$ cat src/hdl/qhbs_map.svh
// Constants for the quad serial host bus select block
`ifndef QHBS_MAP_SVH
`define QHBS_MAP_SVH
`define QHBS_CLK_PERIOD_NS 5
`define QHBS_RST_MIN_NS 40
`define QHBS_RST_MIN_CYC ((`QHBS_RST_MIN_NS + `QHBS_CLK_PERIOD_NS - 1) / `QHBS_CLK_PERIOD_NS)
`define QHBS_RST_CNT_W 4
`define QHBS_NUM_CHAN 4
`define QHBS_DATA_W 8
`define QHBS_REG_AW 3
`define QHBS_REG_DATA 3'h0
`define QHBS_REG_MCR 3'h4
`define QHBS_MCR_IRQ_EN_BIT 3
`define QHBS_FIFO_DEPTH 16
`define QHBS_FIFO_AW 4
`define QHBS_BYTE_ZERO 8'h00
`define QHBS_TX_IDLE 1'b1
`define QHBS_SEL_NONE 4'h0
`define QHBS_SEL_ALL 4'hF
`endif

$ cat src/hdl/qhbs_pkg.sv
// Types shared by the quad serial host bus select block
package qhbs_pkg;
`include "qhbs_map.svh"
   typedef enum logic {QHBS_MODE_RWLINE, QHBS_MODE_STROBE} qhbs_mode_t;
   typedef enum logic [1:0] {QHBS_BUS_IDLE, QHBS_BUS_WRITE, QHBS_BUS_READ} qhbs_bus_st_t;
   typedef logic [`QHBS_DATA_W-1:0] qhbs_byte_t;
   typedef logic [`QHBS_REG_AW-1:0] qhbs_addr_t;
   typedef logic [`QHBS_NUM_CHAN-1:0] qhbs_sel_t;
   typedef logic [`QHBS_FIFO_AW-1:0] qhbs_ptr_t;
   typedef logic [`QHBS_FIFO_AW:0] qhbs_cnt_t;
   typedef logic [`QHBS_RST_CNT_W-1:0] qhbs_rcnt_t;
   typedef struct packed {
      logic wr;
      logic rd;
      qhbs_addr_t addr;
      qhbs_byte_t wdata;
   } qhbs_chan_req_t;
   typedef struct packed {
      logic irq;
      logic oe;
   } qhbs_irq_t;
endpackage : qhbs_pkg

$ cat src/hdl/qhbs_host_port.sv
// Host bus front end shared by four serial channels
`timescale 1ns/100ps
`include "qhbs_map.svh"
module qhbs_host_port import qhbs_pkg::*; (
   input wire logic clk, // System clock, 200 MHz
   input wire logic rst, // System reset, active high
   input wire logic bus_style_sel, // High strobe style, low read/write-line
   input wire logic irq_style_select, // Interrupt style pin
   input wire logic chip_reset_pin, // Chip reset pin, polarity by bus style
   input wire logic chan0_select_n, // Channel 0 select, common select in rw mode
   input wire logic chan1_select_n, // Channel 1 select
   input wire logic chan2_select_n, // Channel 2 select
   input wire logic chan3_select_n, // Channel 3 select
   input wire logic read_strobe_n, // Read strobe, strobe mode only
   input wire logic write_strobe_n, // Write strobe, or read-not-write line
   input wire logic chan_addr_lo, // Channel address low, rw mode
   input wire logic chan_addr_hi, // Channel address high, rw mode
   input wire qhbs_addr_t reg_addr, // Register address
   input wire qhbs_byte_t data_in, // Data bus input
   output qhbs_byte_t data_out, // Data bus output, registered
   output logic data_oe, // Data bus drive enable
   output logic chip_rst, // Qualified chip reset
   output qhbs_byte_t [3:0] tx_data, // Transmit FIFO heads
   output logic [3:0] tx_valid, // Transmit FIFO not empty
   input wire logic [3:0] tx_take, // Serializer takes head byte
   input wire qhbs_byte_t [3:0] rx_data, // Received bytes
   input wire logic [3:0] rx_push, // Received byte strobes
   input wire logic [3:0] ser_tx_bit, // Serializer bits
   output logic [3:0] ser_tx_out, // Serial transmit pins
   output logic [3:0] irq_out, // Interrupt levels
   output logic [3:0] irq_oe // Interrupt drive enables
);
   qhbs_mode_t mode_q;
   qhbs_bus_st_t state_q, state_d;
   qhbs_sel_t sel_now, cs_active;
   qhbs_byte_t rd_mux;
   qhbs_byte_t ch_rd [4];
   qhbs_chan_req_t req_v [4];
   logic strobe_mode, rst_any, rd_now, wr_now, one_sel, wr_ev, rd_ev;

   // Bus style taken from the pin each cycle; an open or unknown pin gives read/write-line mode
   always_ff @(posedge clk)
   begin
      if (rst)
         mode_q <= QHBS_MODE_STROBE;
      else if (bus_style_sel)
         mode_q <= QHBS_MODE_STROBE;
      else
         mode_q <= QHBS_MODE_RWLINE;
   end

   assign strobe_mode = mode_q == QHBS_MODE_STROBE;

   // Reset pin qualification
   qhbs_rst_qual u_rst_qual (
      .clk(clk),
      .rst(rst),
      .reset_pin(chip_reset_pin),
      .strobe_mode(strobe_mode),
      .chip_rst(chip_rst)
   );

   // One reset for every channel at once
   assign rst_any = rst || chip_rst;

   assign cs_active = ~{chan3_select_n, chan2_select_n, chan1_select_n, chan0_select_n};

   // Channel and direction decode per bus style
   always_comb
   begin
      sel_now = `QHBS_SEL_NONE;
      rd_now = 1'b0;
      wr_now = 1'b0;
      if (strobe_mode)
      begin
         sel_now = cs_active;
         wr_now = !write_strobe_n;
         rd_now = !read_strobe_n && write_strobe_n;
      end
      else if (!chan0_select_n)
      begin
         sel_now = qhbs_sel_t'(1) << {chan_addr_hi, chan_addr_lo};
         wr_now = !write_strobe_n;
         rd_now = write_strobe_n;
      end
      if (sel_now == `QHBS_SEL_NONE)
      begin
         rd_now = 1'b0;
         wr_now = 1'b0;
      end
   end

   assign one_sel = $onehot(sel_now);

   // Bus cycle framing: one event per assertion of select and strobe
   always_comb
   begin
      state_d = state_q;
      wr_ev = 1'b0;
      rd_ev = 1'b0;
      case (state_q)
         QHBS_BUS_IDLE:
         begin
            if (wr_now)
            begin
               wr_ev = 1'b1;
               state_d = QHBS_BUS_WRITE;
            end
            else if (rd_now && one_sel)
            begin
               rd_ev = 1'b1;
               state_d = QHBS_BUS_READ;
            end
         end
         QHBS_BUS_WRITE:
         begin
            if (!wr_now)
               state_d = QHBS_BUS_IDLE;
         end
         QHBS_BUS_READ:
         begin
            if (!rd_now || !one_sel)
               state_d = QHBS_BUS_IDLE;
         end
         default:
         begin
            state_d = QHBS_BUS_IDLE;
         end
      endcase
      // No new access starts while any reset is applied
      if (rst_any)
      begin
         wr_ev = 1'b0;
         rd_ev = 1'b0;
      end
   end

   // Bus state register
   always_ff @(posedge clk)
   begin
      if (rst_any)
         state_q <= QHBS_BUS_IDLE;
      else
         state_q <= state_d;
   end

   // Per-channel access events and channel instances
   genvar ch;
   generate
      for (ch = 0; ch < `QHBS_NUM_CHAN; ch++)
      begin : g_chan
         assign req_v[ch].wr = wr_ev && sel_now[ch];
         assign req_v[ch].rd = rd_ev && sel_now[ch];
         assign req_v[ch].addr = reg_addr;
         assign req_v[ch].wdata = data_in;
         qhbs_chan u_chan (
            .clk(clk),
            .rst_any(rst_any),
            .req(req_v[ch]),
            .strobe_mode(strobe_mode),
            .irq_style_select(irq_style_select),
            .rd_data(ch_rd[ch]),
            .tx_data(tx_data[ch]),
            .tx_valid(tx_valid[ch]),
            .tx_take(tx_take[ch]),
            .rx_data(rx_data[ch]),
            .rx_push(rx_push[ch]),
            .ser_tx_bit(ser_tx_bit[ch]),
            .ser_tx_out(ser_tx_out[ch]),
            .irq({irq_out[ch], irq_oe[ch]})
         );
      end
   endgenerate

   // Read data from the one selected channel
   always_comb
   begin
      rd_mux = `QHBS_BYTE_ZERO;
      for (int i = 0; i < `QHBS_NUM_CHAN; i++)
      begin
         if (sel_now[i])
            rd_mux = ch_rd[i];
      end
   end

   // Read data captured at the start of the read cycle
   always_ff @(posedge clk)
   begin
      if (rst_any)
         data_out <= `QHBS_BYTE_ZERO;
      else if (rd_ev)
         data_out <= rd_mux;
   end

   // Drive only while a single-channel read is under way
   assign data_oe = state_q == QHBS_BUS_READ && rd_now && one_sel;
endmodule : qhbs_host_port

$ cat src/hdl/qhbs_rst_qual.sv
// Chip reset pin qualifier with bus-style polarity and least pulse width
`timescale 1ns/100ps
`include "qhbs_map.svh"
module qhbs_rst_qual import qhbs_pkg::*; (
   input wire logic clk, // System clock
   input wire logic rst, // System reset, active high
   input wire logic reset_pin, // Chip reset pin, polarity set by bus style
   input wire logic strobe_mode, // High in strobe-style mode
   output logic chip_rst // Qualified chip reset
);
   localparam qhbs_rcnt_t MIN_M1 = qhbs_rcnt_t'(`QHBS_RST_MIN_CYC - 1);
   logic active;

   // Polarity follows the bus style
   assign active = strobe_mode ? reset_pin : ~reset_pin;

   // Count cycles the pin has been active
   qhbs_rcnt_t cnt_q;
   always_ff @(posedge clk)
   begin
      if (rst || !active)
         cnt_q <= '0;
      else if (cnt_q != MIN_M1)
         cnt_q <= cnt_q + qhbs_rcnt_t'(1);
   end

   // Reset holds until the pin goes inactive
   always_ff @(posedge clk)
   begin
      if (rst)
         chip_rst <= 1'b1;
      else
         chip_rst <= active && (chip_rst || cnt_q == MIN_M1);
   end
endmodule : qhbs_rst_qual

$ cat src/hdl/qhbs_chan.sv
// One serial channel: register set, transmit and receive FIFOs
`timescale 1ns/100ps
`include "qhbs_map.svh"
module qhbs_chan import qhbs_pkg::*; (
   input wire logic clk, // System clock
   input wire logic rst_any, // System or chip reset
   input wire qhbs_chan_req_t req, // One-cycle access event
   input wire logic strobe_mode, // High in strobe-style mode
   input wire logic irq_style_select, // Interrupt style pin
   output qhbs_byte_t rd_data, // Read value for the addressed register
   output qhbs_byte_t tx_data, // Transmit FIFO head
   output logic tx_valid, // Transmit FIFO not empty
   input wire logic tx_take, // Serializer takes head byte
   input wire qhbs_byte_t rx_data, // Received byte
   input wire logic rx_push, // Received byte strobe
   input wire logic ser_tx_bit, // Serializer bit
   output logic ser_tx_out, // Serial transmit pin
   output qhbs_irq_t irq // Interrupt level and enable
);
   qhbs_byte_t regs_q [1:7];
   qhbs_byte_t tx_mem [`QHBS_FIFO_DEPTH];
   qhbs_byte_t rx_mem [`QHBS_FIFO_DEPTH];
   qhbs_ptr_t tx_wp_q, tx_rp_q, rx_wp_q, rx_rp_q;
   qhbs_cnt_t tx_cnt_q, rx_cnt_q;
   logic is_data, tx_push, tx_pop, rx_in, rx_pop;

   assign is_data = req.addr == `QHBS_REG_DATA;
   assign tx_push = req.wr && is_data && tx_cnt_q != qhbs_cnt_t'(`QHBS_FIFO_DEPTH);
   assign tx_pop = tx_take && tx_cnt_q != '0;
   assign rx_in = rx_push && !rst_any && rx_cnt_q != qhbs_cnt_t'(`QHBS_FIFO_DEPTH);
   assign rx_pop = req.rd && is_data && rx_cnt_q != '0;

   // FIFO storage, 16 bytes each way
   always_ff @(posedge clk)
   begin
      if (tx_push)
         tx_mem[tx_wp_q] <= req.wdata;
      if (rx_in)
         rx_mem[rx_wp_q] <= rx_data;
   end

   // FIFO pointers and counts
   always_ff @(posedge clk)
   begin
      if (rst_any)
      begin
         tx_wp_q <= '0;
         tx_rp_q <= '0;
         rx_wp_q <= '0;
         rx_rp_q <= '0;
         tx_cnt_q <= '0;
         rx_cnt_q <= '0;
      end
      else
      begin
         tx_wp_q <= tx_wp_q + qhbs_ptr_t'(tx_push);
         tx_rp_q <= tx_rp_q + qhbs_ptr_t'(tx_pop);
         rx_wp_q <= rx_wp_q + qhbs_ptr_t'(rx_in);
         rx_rp_q <= rx_rp_q + qhbs_ptr_t'(rx_pop);
         tx_cnt_q <= tx_cnt_q + qhbs_cnt_t'(tx_push) - qhbs_cnt_t'(tx_pop);
         rx_cnt_q <= rx_cnt_q + qhbs_cnt_t'(rx_in) - qhbs_cnt_t'(rx_pop);
      end
   end

   // Configuration registers of this channel alone
   always_ff @(posedge clk)
   begin
      if (rst_any)
         regs_q <= '{default: `QHBS_BYTE_ZERO};
      else if (req.wr && !is_data)
         regs_q[req.addr] <= req.wdata;
   end

   // Serial transmit pin idles high in reset
   always_ff @(posedge clk)
   begin
      if (rst_any)
         ser_tx_out <= `QHBS_TX_IDLE;
      else
         ser_tx_out <= ser_tx_bit;
   end

   assign rd_data = is_data ? rx_mem[rx_rp_q] : regs_q[req.addr];
   assign tx_data = tx_mem[tx_rp_q];
   assign tx_valid = tx_cnt_q != '0;
   assign irq.irq = rx_cnt_q != '0;
   // Software-gated output only in strobe mode with style pin low
   assign irq.oe = (strobe_mode && !irq_style_select) ?
                   regs_q[`QHBS_REG_MCR][`QHBS_MCR_IRQ_EN_BIT] : 1'b1;
endmodule : qhbs_chan

$ cat config.mk
export PLATFORM = sky130hd
export DESIGN_NAME = qhbs_host_port
export DESIGN_NICKNAME = d
export VERILOG_FILES = /design/src/hdl/qhbs_pkg.sv /design/src/hdl/qhbs_host_port.sv /design/src/hdl/qhbs_rst_qual.sv /design/src/hdl/qhbs_chan.sv
export VERILOG_INCLUDE_DIRS = /design/src /design/src/hdl
export SDC_FILE = /design/constraint.sdc
export NUM_CORES = 2
export LEC_CHECK = 0
export BUFFER_PORTS_ARGS = -buffer_cell sky130_fd_sc_hd__buf_4
export CORE_MARGIN = 1.5
export CORE_UTILIZATION = 60
export CTS_CLUSTER_SIZE = 14
export DETAILED_ROUTE_END_ITERATION = 12
export GPL_ROUTABILITY_DRIVEN = 1
export GPL_TIMING_DRIVEN = 0
export PLACE_DENSITY = 0.77
export SETUP_SLACK_MARGIN = 0.15
export SKIP_CTS_REPAIR_TIMING = 1
export SLEW_MARGIN = 5
export SYNTH_ARGS = -nofsm -noshare
export SYNTH_HDL_FRONTEND = slang
export SYNTH_HIERARCHICAL = 1
export SYNTH_SLANG_ARGS = --single-unit
$ cat constraint.sdc
create_clock -name clk -period 11.6 [get_ports clk]
set_input_delay 1.74 -clock clk [delete_from_list [all_inputs] [get_ports clk]]
set_output_delay 1.74 -clock clk [all_outputs]
set_load 0.01 [all_outputs]
==> impl_metrics.py <==
metrics = {
    "status": {
        "outcome": "complete, no violations",
    },
    "final_layout": {
        "fin_util": 0.682,
        "nets": 4127,
        "area_growth_syn_to_layout_pct": 12.5,
        "drive_gt1_frac": 0.185,
    },
    "power_and_ir_drop": {
        "power.share.switching": 0.207,
        "power.switching_w": 0.00205,
        "combPwrFrac": 0.027,
        "total_power_w": 0.00991,
        "p_int_w": 0.00786,
        "ir_worst_vdd_uv": 147,
        "pwr-share-seq": 0.532,
        "p_per_area_nw_per_um2": 155,
        "pwr-share-clk": 0.440,
        "p_leak_nw": 20.2,
    },
    "critical_path": {
        "r2r_start": "mode_q$_SDFF_PP1_",
        "cp.required_ns": 12.26,
        "cpMostUsedCell": "ha_1",
        "path_class": "input pin to register",
        "cp_max_fo": 10,
        "startpoint_type": "input pin",
        "end_kind": "register",
        "crit_start": "chan0_select_n",
        "worst-path-buf-inv": 6,
        "crit_chain": "buf_4 > nand4bb_1 > and2_1 > buf_2 > inv_1 > fa_1 > ha_1 > ha_1 > nor2_1 > nand4bb_1 > buf_2 > a211o_1 > buf_6 > nor3_1 > and3_1 > ha_1 > inv_1 > ha_1 > fa_1 > a21oi_1 > nor2_1 > or3_1 > a21oi_1",
        "critPathSlowestCell": "nor3_1",
        "crit_family": "simple AND/OR/NAND/NOR gates",
        "slowest_delay_ns": 0.70,
        "cp_data_arrival_time_ns": 7.19,
    },
    "synth": {
        "synth_compound_area_frac": 0.0525,
        "ys_seq_elements": 1372,
        "synth_area_per_cell_um2": 15.3,
        "ys_seq_area_frac": 0.666,
        "synth_nets": 3861,
        "synth_top_family_by_area": "multiplexers",
        "synth_xor_area_frac": 0.00866,
        "synth_flop_cell": "edfxtp_1",
        "synth_cell_types": 77,
        "synth_edf_count": 1024,
        "netlist_instances": 3700,
        "yosys.area_share.simple": 0.0802,
        "netlist_area_um2": 56600,
        "synthAdderAreaFrac": 0.0217,
        "yosys_warnings": 6,
        "synthMuxAreaShare": 0.146,
        "postSynth.asyncResetShare": 0,
    },
    "grt": {
        "grt_pass1_vias": 32500,
        "grt_usage": 0.273,
        "gr-total-overflow": 0,
        "grt_max_degree": 93,
        "antenna_found_initial": 3,
        "grt_pass1_wl_um": 196000,
    },
    "clocking": {
        "cts_buffers": 139,
        "clock-sinks": 1372,
        "root_buffer": "clkbuf_16",
        "insertion_delay_ns": 0.75,
        "htreeDepth": 4,
        "clk_pin_slew_worst_paths_ns": 0.06,
        "clock_path_buffers": 3,
        "cts_tree": "done",
    },
    "die": {
        "std_cell_rows": 112,
        "core_area_um2": 93500,
        "die_area_um2": 96300,
        "fp.dieH_um": 310,
        "pin_count": 126,
        "die_w_um": 310,
        "start_util": 0.606,
    },
    "sta": {
        "final_hold_viol_count": 0,
        "fin_setup_tns_ns": 0,
        "timing.slew.headroom": 0.0657,
        "min_period_ns": 6.53,
        "finalSetupViolations": 0,
        "rsz0062_at_grt": "false",
        "hold-worst-slack_ns": 0.454,
        "tightest_slew_ns": 1.39,
        "post-route-period-util": 0.563,
        "skew_ns": 0.0295,
        "slew_viol_final": 0,
        "fmax_ghz": 0.153,
        "setup_slack_ns": 5.07,
    },
    "worst_hold_path": {
        "min_from": "g_chan[2].u_chan/regs_q[5]$_SDFFE_PP0P_",
        "hold_path_class": "register to register",
    },
    "route": {
        "wirelength_um": 129000,
        "ant_nets": 0,
        "drc": 0,
        "wl_per_cell_um": 24.2,
        "drtIter0Drc": 3771,
        "dr.pass1.iters": 6,
        "routed-via-count": 32800,
        "viasPerCell": 6.15,
    },
    "run": {
        "maxCapViolations": 0,
    },
    "placed_design": {
        "globalplace.congestion": 0.906,
        "io_buffers": 125,
        "hpwl_um": 81100,
        "post-place-ws_ns": 4.43,
    },
}
==> through the flow <==
step | instances | area [µm²]
final | 5332 | 63700
after global placement | 5079 | 59200
after global routing | 5332 | 63700
after CTS | 5331 | 63700
after floorplan | 3700 | 56600
after detailed placement | 5079 | 59200
==> placed cells by master, fill, tap and decap left out, drive strengths merged, types with 15 or more instances in the layout <==
cell,Yosys,layout
a21boi,24,24
a21oi,244,244
a221oi,32,32
a2bb2oi,25,25
buf,86,211
clkbuf,110,299
clkinv,2,51
dfxtp,348,348
edfxtp,1024,1024
ha,84,84
inv,79,83
mux2,32,32
mux2i,134,134
mux4,287,287
nand2,433,433
nand2b,51,51
nand3,47,47
nand3b,23,23
nor2,236,236
nor2b,73,73
nor3,45,45
o21ai,37,37
or2,15,15
xnor2,32,32
xor2,24,24
==> registers in the layout, summed over array words and instances (netlist names), 20 cells and up <==
signal / cells
g_chan.u_chan/rx_mem: 512
g_chan.u_chan/tx_mem: 512
g_chan.u_chan/regs_q: 224
g_chan.u_chan/rx_cnt_q: 20
g_chan.u_chan/tx_cnt_q: 20
==> power groups by stage <==
stage | combinational (W) | clock, W | sequential (W)
6_report | 0.000271 | 0.00436 | 0.00528
5_1_grt | 0.000289 | 0.00462 | 0.00528
4_1_cts | 0.000267 | 0.00442 | 0.00528
3_5_place_dp | 0.000266 | 0 | 0.00538
3_3_place_gp | 0.000259 | 0 | 0.00538
2_1_floorplan | 0.000113 | 0 | 0.00538
==> cell type report <==
cell class	instances	area [µm²]
Inverter	81	304
Tap cell	1254	1570
Buffer	196	1100
Fill cell	6131	29700
Timing Repair Buffer	125	938
Sequential cell	1372	37700
Clock inverter	63	608
Clock buffer	189	3880
Multi-Input combinational cell	2051	17600
Antenna cell	1	2.50
==> cell usage after synthesis (all sizes together), types with 10 or more instances <==
| cell type | instances | area share |
|---|---|---|
| inv | 79 | 0.0052 |
| and2 | 13 | 0.0014 |
| nand3b | 23 | 0.0033 |
| dfxtp | 348 | 0.12 |
| or2 | 15 | 0.0017 |
| o21bai | 10 | 0.0013 |
| nor3 | 45 | 0.0048 |
| mux4 | 287 | 0.12 |
| a2bb2oi | 25 | 0.0039 |
| a221oi | 32 | 0.0056 |
| nand2 | 433 | 0.029 |
| nor2b | 73 | 0.0081 |
| nand2b | 51 | 0.0056 |
| nand3 | 47 | 0.0042 |
| clkbuf | 110 | 0.0083 |
| a211oi | 11 | 0.0015 |
| a21boi | 24 | 0.0032 |
| mux2i | 134 | 0.024 |
| ha | 84 | 0.019 |
| buf | 86 | 0.011 |
| xor2 | 24 | 0.0037 |
| a31oi | 13 | 0.0014 |
| xnor2 | 32 | 0.0049 |
| or3 | 12 | 0.0013 |
| mux2 | 32 | 0.0064 |
| edfxtp | 1024 | 0.54 |
| nor2 | 236 | 0.016 |
| a21oi | 244 | 0.022 |
| o21ai | 37 | 0.0033 |
| a2111oi | 10 | 0.0017 |
==> worst register-to-register path: stages (launching register included) <==
cell and delay [ns]:
dfxtp_1 0.62, buf_6 0.22, nand4bb_1 0.30, and2_1 0.17
buf_2 0.20, inv_1 0.10, fa_1 0.49, ha_1 0.21
ha_1 0.28, nor2_1 0.13, nand4bb_1 0.11, buf_2 0.18
a211o_1 0.32, buf_6 0.17, nor3_1 0.70, and3_1 0.34
ha_1 0.14, inv_1 0.04, ha_1 0.20, fa_1 0.41
a21oi_1 0.16, nor2_1 0.07, or3_1 0.34, a21oi_1 0.14
==> routing by layer <==
layer,vias up,GRT usage,part of all wire
li1,14600,-,-
met2,1512,0.439,0.48
met5,-,0,0.00020
met3,182,0.0558,0.088
met4,4,0.0732,0.020
met1,16500,0.383,0.41
==> final timing paths <==
kind	cells past startpoint	slack (ns)	to
worst max register to register	23	5.48	g_chan[0].u_chan/rx_cnt_q[4]$_SDFF_PP0_
worst min register to register	2	0.45	g_chan[2].u_chan/regs_q[5]$_SDFFE_PP0P_
worst min-delay path	2	0.45	g_chan[2].u_chan/regs_q[5]$_SDFFE_PP0P_
worst max-delay path	23	5.07	g_chan[0].u_chan/rx_cnt_q[4]$_SDFF_PP0_
==> logic make-up (layout without fill, tap and decap cells) <==
| group | count (synthesis) | in the layout |
|---|---|---|
| buffers and inverters | 277 | 654 |
| adder cells (fa/ha/maj) | 93 | 93 |
| flip-flops | 1372 | 1372 |
| other | 0 | 1 |
| multiplexers | 453 | 453 |
| AND/OR/NAND/NOR | 983 | 983 |
| AO/OA/AOI/OAI | 466 | 466 |
| XOR/XNOR | 56 | 56 |
(Power assumes the default switching activity.)
